===== src/verilog/otpr_pkg.sv =====
// Notes on behaviour
// - bit 7 of pattern-high (03h) turns the test pattern on at 1, off at 0.
// - bit 6 of pattern-high has no function; writes to it are ignored.
// - pattern-high bits 5 to 0 give pattern data bits 11 down to 6.
// - pattern-low (04h) bits 7 to 2 give pattern data bits 5 down to 0.
// - pattern-low bits 1 and 0 give the two extra compatibility bits.
// - a 1 in the soft reset bit clears all mode registers and self-clears.
// - the output mode picks lanes and word length; 010 is two lanes of 12.
package otpr_pkg;

    // ------------------------------------------------------------------
    // register addresses
    // ------------------------------------------------------------------
    localparam logic [6:0] OTPR_ADDR_RESET  = 7'h00;
    localparam logic [6:0] OTPR_ADDR_POWER  = 7'h01;
    localparam logic [6:0] OTPR_ADDR_OUTMOD = 7'h02;
    localparam logic [6:0] OTPR_ADDR_PATHI  = 7'h03;
    localparam logic [6:0] OTPR_ADDR_PATLO  = 7'h04;

    // ------------------------------------------------------------------
    // field positions and reset values
    // ------------------------------------------------------------------
    localparam int         OTPR_RESET_BIT   = 7;
    localparam int         OTPR_ENABLE_BIT  = 7;
    localparam logic [7:0] OTPR_PATHI_MASK  = 8'hbf;
    localparam logic [7:0] OTPR_REG_RESET   = 8'h00;
    localparam int         OTPR_FRAME_BITS  = 16;

    // ------------------------------------------------------------------
    // output mode codes (low three bits of the output mode register)
    // ------------------------------------------------------------------
    typedef enum logic [2:0] {
        OTPR_MODE_2L16 = 3'b000,
        OTPR_MODE_2L14 = 3'b001,
        OTPR_MODE_2L12 = 3'b010,
        OTPR_MODE_1L14 = 3'b101,
        OTPR_MODE_1L16 = 3'b110,
        OTPR_MODE_1L16B = 3'b111
    } otpr_mode_type;

    typedef struct packed {
        logic        enable;
        logic [11:0] word;
        logic [1:0]  extra;
    } otpr_pattern_type;

    typedef struct packed {
        logic [2:0] lanes;
        logic [4:0] bits;
    } otpr_format_type;

endpackage


===== src/verilog/otpr_serializer.sv =====
`timescale 1ns/1ps
// ----------------------------------------------------------------------
// per-channel word serializer, one or two lanes, msb first
// ----------------------------------------------------------------------
module otpr_serializer
    import otpr_pkg::*;
(
    input  wire logic            clock,
    input  wire logic            rst_n,
    input  wire logic            frame_start,
    input  wire logic [15:0]     word,
    input  wire otpr_format_type fmt,
    output logic [1:0]           lane_out
);
    logic [15:0] shift_r;
    logic [15:0] shift_nxt;
    logic [1:0]  lane_nxt;

    always_comb begin
        shift_nxt = shift_r;
        lane_nxt  = 2'b00;
        if (frame_start) begin
            // align the word to the top so the msb goes first
            shift_nxt = word << (5'd16 - fmt.bits);
        end
        if (fmt.lanes == 3'd2) begin
            lane_nxt  = shift_nxt[15:14];
            shift_nxt = {shift_nxt[13:0], 2'b00};
        end else begin
            lane_nxt  = {1'b0, shift_nxt[15]};
            shift_nxt = {shift_nxt[14:0], 1'b0};
        end
    end

    always_ff @(posedge clock or negedge rst_n) begin
        if (!rst_n) begin
            shift_r  <= 16'h0000;
            lane_out <= 2'b00;
        end else begin
            shift_r  <= shift_nxt;
            lane_out <= lane_nxt;
        end
    end
endmodule


===== src/verilog/otpr_regs.sv =====
`timescale 1ns/1ps
module otpr_regs
    import otpr_pkg::*;
(
    input  wire logic        clock,
    input  wire logic        rst_n,
    input  wire logic        cfg_write,
    input  wire logic [6:0]  cfg_addr,
    input  wire logic [7:0]  cfg_wdata,
    input  wire logic        cfg_read,
    input  wire logic [11:0] conv_a,
    input  wire logic [11:0] conv_b,
    output logic [7:0]       cfg_rdata,
    output logic             pattern_output_enable,
    output logic [2:0]       serializer_lane_format,
    output logic [1:0]       lanes_a,
    output logic [1:0]       lanes_b,
    output logic             frame_r
);
    // ------------------------------------------------------------------
    // mode registers
    // ------------------------------------------------------------------
    logic [7:0] power_r;
    logic [7:0] power_nxt;
    logic [7:0] outmod_r;
    logic [7:0] outmod_nxt;
    logic [7:0] pathi_r;
    logic [7:0] pathi_nxt;
    logic [7:0] patlo_r;
    logic [7:0] patlo_nxt;
    logic [7:0] rdata_nxt;

    // ------------------------------------------------------------------
    // address decode
    // ------------------------------------------------------------------
    // one strobe per register; the compare lives in one place so that
    // reset and register writes can never decode an address differently
    function automatic logic hit(input logic       req,
                                 input logic [6:0] addr,
                                 input logic [6:0] want);
        return req && (addr == want);
    endfunction

    logic       soft_reset;
    logic       wr_power;
    logic       wr_outmod;
    logic       wr_pathi;
    logic       wr_patlo;
    assign soft_reset = hit(cfg_write, cfg_addr, OTPR_ADDR_RESET)
                        && cfg_wdata[OTPR_RESET_BIT];
    assign wr_power   = hit(cfg_write, cfg_addr, OTPR_ADDR_POWER);
    assign wr_outmod  = hit(cfg_write, cfg_addr, OTPR_ADDR_OUTMOD);
    assign wr_pathi   = hit(cfg_write, cfg_addr, OTPR_ADDR_PATHI);
    assign wr_patlo   = hit(cfg_write, cfg_addr, OTPR_ADDR_PATLO);

    // ------------------------------------------------------------------
    // mode register next state
    // ------------------------------------------------------------------
    always_comb begin
        power_nxt  = power_r;
        outmod_nxt = outmod_r;
        pathi_nxt  = pathi_r;
        patlo_nxt  = patlo_r;
        if (soft_reset) begin
            // the reset bit is write only and holds no state of its own
            power_nxt  = OTPR_REG_RESET;
            outmod_nxt = OTPR_REG_RESET;
            pathi_nxt  = OTPR_REG_RESET;
            patlo_nxt  = OTPR_REG_RESET;
        end
        if (wr_power) begin
            power_nxt = cfg_wdata;
        end
        if (wr_outmod) begin
            outmod_nxt = cfg_wdata;
        end
        if (wr_pathi) begin
            // bit 6 is dropped on the way in, so a read never shows it
            pathi_nxt = cfg_wdata & OTPR_PATHI_MASK;
        end
        if (wr_patlo) begin
            patlo_nxt = cfg_wdata;
        end
    end

    // ------------------------------------------------------------------
    // read data: held until the next read, unmapped addresses read zero
    // ------------------------------------------------------------------
    always_comb begin
        rdata_nxt = cfg_rdata;
        if (cfg_read) begin
            unique case (cfg_addr)
                OTPR_ADDR_POWER:  rdata_nxt = power_r;
                OTPR_ADDR_OUTMOD: rdata_nxt = outmod_r;
                OTPR_ADDR_PATHI:  rdata_nxt = pathi_r;
                OTPR_ADDR_PATLO:  rdata_nxt = patlo_r;
                default:          rdata_nxt = 8'h00;
            endcase
        end
    end

    always_ff @(posedge clock or negedge rst_n) begin
        if (!rst_n) begin
            power_r  <= OTPR_REG_RESET;
            outmod_r <= OTPR_REG_RESET;
            pathi_r  <= OTPR_REG_RESET;
            patlo_r  <= OTPR_REG_RESET;
        end else begin
            power_r  <= power_nxt;
            outmod_r <= outmod_nxt;
            pathi_r  <= pathi_nxt;
            patlo_r  <= patlo_nxt;
        end
    end

    always_ff @(posedge clock or negedge rst_n) begin
        if (!rst_n) begin
            cfg_rdata <= 8'h00;
        end else begin
            cfg_rdata <= rdata_nxt;
        end
    end

    // ------------------------------------------------------------------
    // pattern assembly and format decode
    // ------------------------------------------------------------------
    otpr_pattern_type pat;
    otpr_format_type  fmt;

    always_comb begin
        pat.enable = pathi_r[OTPR_ENABLE_BIT];
        pat.word   = {pathi_r[5:0], patlo_r[7:2]};
        pat.extra  = patlo_r[1:0];
    end

    function automatic otpr_format_type decode_fmt(input logic [2:0] code);
        otpr_format_type f;
        f = '{lanes: 3'd2, bits: 5'd16};
        unique case (code)
            OTPR_MODE_2L16: f = '{lanes: 3'd2, bits: 5'd16};
            OTPR_MODE_2L14: f = '{lanes: 3'd2, bits: 5'd14};
            OTPR_MODE_2L12: f = '{lanes: 3'd2, bits: 5'd12};
            OTPR_MODE_1L14: f = '{lanes: 3'd1, bits: 5'd14};
            OTPR_MODE_1L16,
            OTPR_MODE_1L16B: f = '{lanes: 3'd1, bits: 5'd16};
            // unused codes fall back to the reset format
            default:        f = '{lanes: 3'd2, bits: 5'd16};
        endcase
        return f;
    endfunction

    // words are the top n bits of a 16-bit frame: 12 data bits, two extras, zero padding
    function automatic logic [15:0] frame_word(input logic [11:0] d,
                                               input logic [1:0]  x,
                                               input logic [4:0]  n);
        logic [15:0] w;
        w = {d, x, 2'b00};
        return w >> (5'd16 - n);
    endfunction

    always_comb fmt = decode_fmt(outmod_r[2:0]);

    // ------------------------------------------------------------------
    // frame timing: new word every frame of serial cycles
    // ------------------------------------------------------------------
    logic [4:0] bit_cnt_r;
    logic [4:0] bit_cnt_nxt;
    logic [4:0] frame_len;
    logic       frame_nxt;
    assign frame_len = (fmt.lanes == 3'd2) ? (fmt.bits >> 1) : fmt.bits;

    // >= rather than == so a mode change that shortens the frame while
    // the count is already past the new end still wraps at once
    always_comb begin
        frame_nxt   = 1'b0;
        bit_cnt_nxt = bit_cnt_r + 5'd1;
        if (bit_cnt_r >= frame_len - 5'd1) begin
            bit_cnt_nxt = 5'd0;
            frame_nxt   = 1'b1;
        end
    end

    always_ff @(posedge clock or negedge rst_n) begin
        if (!rst_n) begin
            bit_cnt_r <= 5'd0;
            frame_r   <= 1'b0;
        end else begin
            bit_cnt_r <= bit_cnt_nxt;
            frame_r   <= frame_nxt;
        end
    end

    logic [15:0] word_a;
    logic [15:0] word_b;
    always_comb begin
        // test pattern replaces both channels at once
        if (pat.enable) begin
            word_a = frame_word(pat.word, pat.extra, fmt.bits);
            word_b = frame_word(pat.word, pat.extra, fmt.bits);
        end else begin
            word_a = frame_word(conv_a, 2'b00, fmt.bits);
            word_b = frame_word(conv_b, 2'b00, fmt.bits);
        end
    end

    otpr_serializer u_ser_a (
        .clock       (clock),
        .rst_n       (rst_n),
        .frame_start (frame_nxt),
        .word        (word_a),
        .fmt         (fmt),
        .lane_out    (lanes_a)
    );

    otpr_serializer u_ser_b (
        .clock       (clock),
        .rst_n       (rst_n),
        .frame_start (frame_nxt),
        .word        (word_b),
        .fmt         (fmt),
        .lane_out    (lanes_b)
    );

    // status copies straight from flip-flops
    assign pattern_output_enable  = pathi_r[OTPR_ENABLE_BIT];
    assign serializer_lane_format = outmod_r[2:0];
endmodule


===== config.mk =====
export PLATFORM = sky130hd
export DESIGN_NAME = otpr_regs
export DESIGN_NICKNAME = d
export VERILOG_FILES = /design/src/verilog/otpr_pkg.sv /design/src/verilog/otpr_serializer.sv /design/src/verilog/otpr_regs.sv
export SDC_FILE = /design/constraint.sdc
export NUM_CORES = 1
export LEC_CHECK = 0
export BUFFER_PORTS_ARGS = -buffer_cell sky130_fd_sc_hd__buf_4
export CORE_UTILIZATION = 55
export CTS_BUF_LIST = sky130_fd_sc_hd__clkbuf_8
export CTS_CLUSTER_SIZE = 16
export DETAILED_ROUTE_END_ITERATION = 7
export GPL_ROUTABILITY_DRIVEN = 0
export PLACE_DENSITY_LB_ADDON = 0.1
export SYNTH_ARGS = -nofsm -noshare
export SYNTH_HDL_FRONTEND = slang
export SYNTH_HIERARCHICAL = 1
export SYNTH_SLANG_ARGS = --single-unit

===== constraint.sdc =====
create_clock -name clock -period 13.1 [get_ports clock]
set_clock_uncertainty 0.15 [all_clocks]
set_input_delay 1.31 -clock clock [delete_from_list [all_inputs] [get_ports clock]]
set_output_delay 1.31 -clock clock [all_outputs]
set_load 0.03 [all_outputs]

==> results.cfg, run 1 <==
[worst_setup_path]
worstPathMaxFanout = 43
crit_top_cell = nand2_1
timing.critical_path.depth = 14
critPathKind = reg -> reg
rr_worst_depth = 14
cp-end-kind = flip-flop
rrSetupSlack_ns = 6.85
max_stage_delay_ns = 0.93
critPathLaunchType = flip-flop
crit_chain = nand2b_2 > inv_4 > nor2_1 > ha_1 > clkinv_1 > nand2_1 > a21oi_1 > o311a_1 > nand2b_1 > mux2i_1 > nand2_1 > a31oi_1 > o22ai_1 > o32a_1
cp.arrival_ns = 6.36
cp_num_buf_inv = 2
crit_required_ns = 13.21
cpLargestDelayFamily = simple AND/OR/NAND/NOR gates
slowest_stage = ha_1

[routing]
antenna_left = 0
viasPerCell = 6.59
drtIter0Drc = 708
wl_per_cell_um = 20.2
totalWireLength_um = 19500
drt_first_pass_iters = 6
vias = 6372
drc = 0

[global_route]
grtUsageTotal = 0.312
met3_usage = 0.0638
grt.met1_usage = 0.424
grt_pass1_wl_um = 31500
met2_usage = 0.480
top_usage_layer = met2
grt_pass1_vias = 6171
grt_overflow = 0
grt_max_degree = 80
antenna_found_initial = 0

[yosys]
synth_top_area_cell = dfrtp_1
netlist_instances = 774
synth.ff_latch_count = 79
ys_seq_area_frac = 0.287
synth-edff-count = 0
synth_ff_type = dfrtp_1
synth_compound_gate_area_share = 0.230
ys_warn_count = 6
synth_top_area_share = 0.287
async_reset_ff_frac = 1.00
muxShareOfSynthArea = 0.196
synthTopCellsByArea = dfrtp_1, mux2i_1, nand2_1
synth_top_family_by_area = compound AO/OA/AOI/OAI gates
synthSimpleGateAreaFrac = 0.184
syn-mean-instance-area_um2 = 8.89
synth_fa_ha_area_frac = 0.0200
syn_area_um2 = 6880
yosysUniqueCellTypes = 72
synth_xor_area_frac = 0.0238

[clocking]
cts_buffer_depth = 2
clk_pin_slew_ns = 0.09
cts-root-buf = clkbuf_8
clk_latency_ns = 0.38
ctsResizeCount = 0
postCtsHoldBufs = 0
htree_levels = 3
numCtsBuffers = 9
cts_tree = built
cts_sinks = 79
post_cts_buffers = 0

[timing]
slew_headroom = 0.211
fin_crit_sh = 0.477
setup_viol = 0
fin_crit_ns = 6.25
holdWs_ns = 0.347
tns_ns = 0
hold_viol = 0
drv_slew = 0
rsz0062_at_grt = no
worst_pin_slew_ns = 1.18
fmax_mhz = 160

[place]
detailed_place_hpwl_um = 14300
placed_area_um2 = 7270
place_inst = 951
port_buffers = 59

[hold_path]
hold_path_class = reg -> reg
hold_depth = 1

[final_layout]
final_cell_area_um2 = 7500
nets = 848
area_delta_synth_final_pct = 9.00
final_cells = 967
final_util = 0.620
n_antenna_cell = 0
drive_gt1_frac = 0.170

[floorplanning]
ioPinCount = 60
core_um2 = 12100
die_y_um = 114
die_x_um = 114
rows = 40
die_area_um2 = 13000
initial_core_util = 0.568

[outcome]
status = finished clean

[job]
cap_violations = 0

[pwr]
leakagePower_nw = 3.43
power_density_nw_per_um2 = 154
ir_drop_v = 0.0000754
==> metrics by stage <==
| stage | total power [mW] | setup WS [ns] |
|---|---|---|
| final | 1.15 | 6.85 |
| after global routing | 1.22 | 6.38 |
| after CTS | 1.15 | 6.97 |
| after detailed placement | 0.929 | 7.03 |
| after global placement | 0.913 | 7.29 |
| after floorplan | 0.787 | 8.95 |
==> path summary, 6_finish.rpt <==
path / startpoint / to
min reg2reg: bit_cnt_r[0] / bit_cnt_r[0]
min: bit_cnt_r[0] / bit_cnt_r[0]
max: outmod_r[1] / u_ser_a/shift_r[14]
max in group asynchronous: rst_n / u_ser_b/shift_r[8]
min in group asynchronous: rst_n / bit_cnt_r[1]
max reg2reg: outmod_r[1] / u_ser_a/shift_r[14]
==> per-layer routing <==
metal	up-vias	part of all wire
li1	2912	-
met1	3083	0.43
met2	314	0.45
met3	63	0.083
met4	0	0.033
met5	-	0
==> layout by cell type (no fill, tap or decap), types with 21 or more instances in the layout <==
master / Yosys / routed
a21oi_1: 33 / 33
nand2b_1: 22 / 21
a22o_1: 32 / 32
nor2_1: 46 / 46
dfrtp_1: 79 / 79
o21ai_0: 32 / 32
buf_4: 11 / 62
nand2_1: 96 / 96
mux2_2: 21 / 21
mux2i_1: 95 / 95
==> worst reg2reg max path: cells and delay by family (launching register included) <==
family / cells / cell delay (ns)
mux: 1 / 0.26
simple gates: 5 / 1.66
buf+inv: 2 / 1.38
compound gates: 5 / 1.27
flops: 1 / 0.47
fa+ha+maj: 1 / 0.93
==> report_power, final <==
group	internal, mW	switching (mW)	total [mW]
logic	0.241	0.373	0.614
registers	0.295	0.0322	0.328
clock network	0.114	0.0977	0.211
total	0.650	0.503	1.15
==> kinds of logic (layout without fill, tap and decap cells) <==
family / count (synthesis) / in the layout
multiplexers: 124 / 124
adder cells (fa/ha/maj): 11 / 11
AO/OA/AOI/OAI: 220 / 220
XOR/XNOR: 17 / 17
AND/OR/NAND/NOR: 242 / 242
buffers and inverters: 80 / 100
flip-flops: 79 / 79
other: 1 / 6
==> state kept, by name, indices dropped and copies added, names as in the netlist <==
name and cells:
power_r 8, cfg_rdata 8, pathi_r 7, bit_cnt_r 5, u_ser_a/lane_out 2, u_ser_b/lane_out 2, outmod_r 8, u_ser_b/shift_r 15
u_ser_a/shift_r 15, patlo_r 8, frame_r 1
==> area by class of cell <==
cell class | count | area (µm²)
repair buffers | 62 | 465
well taps | 168 | 210
multi-input cells | 620 | 4540
fillers | 1069 | 4610
clock inverters | 6 | 91.3
clock buffers | 10 | 138
inverters | 22 | 85.1
flip-flops and latches | 79 | 1980
==> synthesized netlist by cell type, types with 6 or more instances <==
| cell type | n |
|---|---|
| a22oi_1 | 7 |
| a22o_1 | 32 |
| mux2i_1 | 95 |
| nor3_1 | 6 |
| or3_1 | 7 |
| nor3b_1 | 6 |
| nor2_1 | 46 |
| xor2_1 | 6 |
| nand2_1 | 96 |
| nor2b_1 | 14 |
| nand3_1 | 12 |
| buf_2 | 10 |
| mux2_2 | 21 |
| o22ai_1 | 12 |
| xnor2_1 | 9 |
| inv_1 | 17 |
| o221ai_1 | 11 |
| clkbuf_1 | 27 |
| nand2b_1 | 22 |
| buf_6 | 6 |
| o21ai_1 | 13 |
| o21ai_0 | 32 |
| a31oi_1 | 9 |
| a21o_1 | 6 |
| a21oi_1 | 33 |
| o2bb2ai_1 | 10 |
| dfrtp_1 | 79 |
| buf_4 | 11 |
| ha_1 | 11 |
| o21a_1 | 6 |
Note: power is estimated with default switching activity, not from simulation.
==> run 2, diff against run 1 <==
Clock period 13.1 ns to 5.4 ns, I/O delays scaled along.
==> results.cfg, run 2 (synthesized netlist as in run 1, its figures left out) <==
[global_route]
grtUsageTotal = 0.306
grt_pass1_vias = 5990
antenna_found_initial = 0
met2_usage = 0.453
grt_max_degree = 80
grt.met1_usage = 0.433
top_usage_layer = met2
grt_pass1_wl_um = 31000
grt_overflow = 0
met3_usage = 0.0632

[timing]
setup_viol = 0
slew_headroom = 0.284
rsz0062_at_grt = no
fin_crit_sh = 0.849
worst_pin_slew_ns = 1.07
drv_slew = 0
final.setup.worst_slack_ns = 0.813
fmax_mhz = 218
hold_viol = 0
fin_crit_ns = 4.59
tns_ns = 0

[floorplanning]
rows = 40
initial_core_util = 0.568
die_area_um2 = 13000
ioPinCount = 60
die_y_um = 114
core_um2 = 12100
die_x_um = 114

[worst_setup_path]
crit_end = u_ser_a/shift_r[15]
cp.arrival_ns = 4.70
critPathLaunchType = flip-flop
rrSetupSlack_ns = 0.81
worstPathMaxFanout = 35
cp-end-kind = flip-flop
crit_path_start = outmod_r[1]
rr_endpoint = u_ser_a/shift_r[15]
critPathKind = reg -> reg
crit_required_ns = 5.51
rr_worst_depth = 15
r2r_start = outmod_r[1]

[clocking]
postCtsHoldBufs = 0
clk_latency_ns = 0.38
numCtsBuffers = 9
cts_buffer_depth = 2
clk_pin_slew_ns = 0.09
cts_tree = built
cts-root-buf = clkbuf_8
cts_sinks = 79
ctsResizeCount = 0
post_cts_buffers = 0
htree_levels = 3

[routing]
antenna_left = 0
vias = 6274
drt_first_pass_iters = 6
viasPerCell = 6.46
totalWireLength_um = 18900
drtIter0Drc = 772
wl_per_cell_um = 19.5
drc = 0

[hold_path]
hold_path_class = in -> async

[final_layout]
fillers = 1086
nets = 853
n_antenna_cell = 0
reg_top3 = u_ser_a/shift_r (15), u_ser_b/shift_r (15)
drive_gt1_frac = 0.172
layout_commonest_cell = nand2_1
layout_common_cells = nand2_1, mux2i_1, dfrtp_1
area_delta_synth_final_pct = 9.31

[place]
dp_slack_ns = 1.00
port_buffers = 59
detailed_place_hpwl_um = 14000

[job]
cap_violations = 0

[pwr]
ir_drop_v = 0.000158
power_density_nw_per_um2 = 369
leakagePower_nw = 3.44

[outcome]
status = finished clean
[run 2: cell count changes in the layout (fill, tap and decap cells not counted)]
cell	change
inv_1	+2
clkinvlp_4	+1
clkinv_2	-1
inv_6	-2
buf_4	+5
clkinv_4	-1
[run 2: worst min-delay path by stage]
| stage | start | end | slack, ns | depth (start not counted) |
|---|---|---|---|---|
| 3_3_place_gp | bit_cnt_r[0] | bit_cnt_r[0] | 0.33 | 1 |
| 4_1_cts | rst_n | frame_r | 0.20 | 1 |
| 2_1_floorplan | rst_n | bit_cnt_r[0] | 0.09 | 0 |
| 3_5_place_dp | power_r[6] | power_r[6] | 0.33 | 1 |
| 6_report | rst_n | bit_cnt_r[1] | 0.17 | 1 |
| 5_1_grt | rst_n | bit_cnt_r[0] | 0.25 | 1 |
[run 2: report_power, final]
| group | total, mW | internal, mW | switching (mW) |
|---|---|---|---|
| logic | 1.49 | 0.588 | 0.899 |
| clock network | 0.497 | 0.267 | 0.229 |
| registers | 0.792 | 0.717 | 0.0754 |
[run 2: final cells by class]
cell class | count | area (µm²) | area share
Multi-Input combinational cell | 620 | 4540 | 0.603
Sequential cell | 79 | 1980 | 0.263
Timing Repair Buffer | 67 | 503 | 0.0668
Tap cell | 168 | 210 | 0.0279
Clock buffer | 10 | 138 | 0.0183
Inverter | 22 | 85.1 | 0.0113
Clock inverter | 5 | 75.1 | 0.00998
[run 2: per-stage QoR]
step	cells	cell area [µm²]	hold WS [ns]	power [mW]	utilization
6_report	971	7520	0.171	2.78	0.621
3_3_place_gp	956	7310	0.331	2.23	0.604
4_1_cts	971	7520	0.203	2.76	0.621
2_1_floorplan	779	6900	0.0944	1.91	-
3_5_place_dp	956	7310	0.329	2.26	0.604
5_1_grt	971	7520	0.251	2.96	0.621
[run 2: metal layers]
| layer | up-vias | wire length [µm] |
|---|---|---|
| met5 | - | 0 |
| met4 | 0 | 548 |
| met3 | 42 | 1460 |
| met2 | 290 | 8200 |
| met1 | 3024 | 8700 |
| li1 | 2918 | - |
[run 2: worst max-delay path, stage by stage, from the launching register on]
cell	delay, ns
dfrtp_1	0.49
nand2b_2	0.25
inv_4	0.33
nor2_1	0.13
ha_1	0.32
buf_4	0.31
mux2_2	0.39
nand2_1	0.06
o21ai_0	0.14
o221ai_1	0.46
nor2_1	0.17
mux2i_1	0.37
mux2i_1	0.20
mux2i_1	0.23
o21ai_1	0.13
a221o_1	0.34
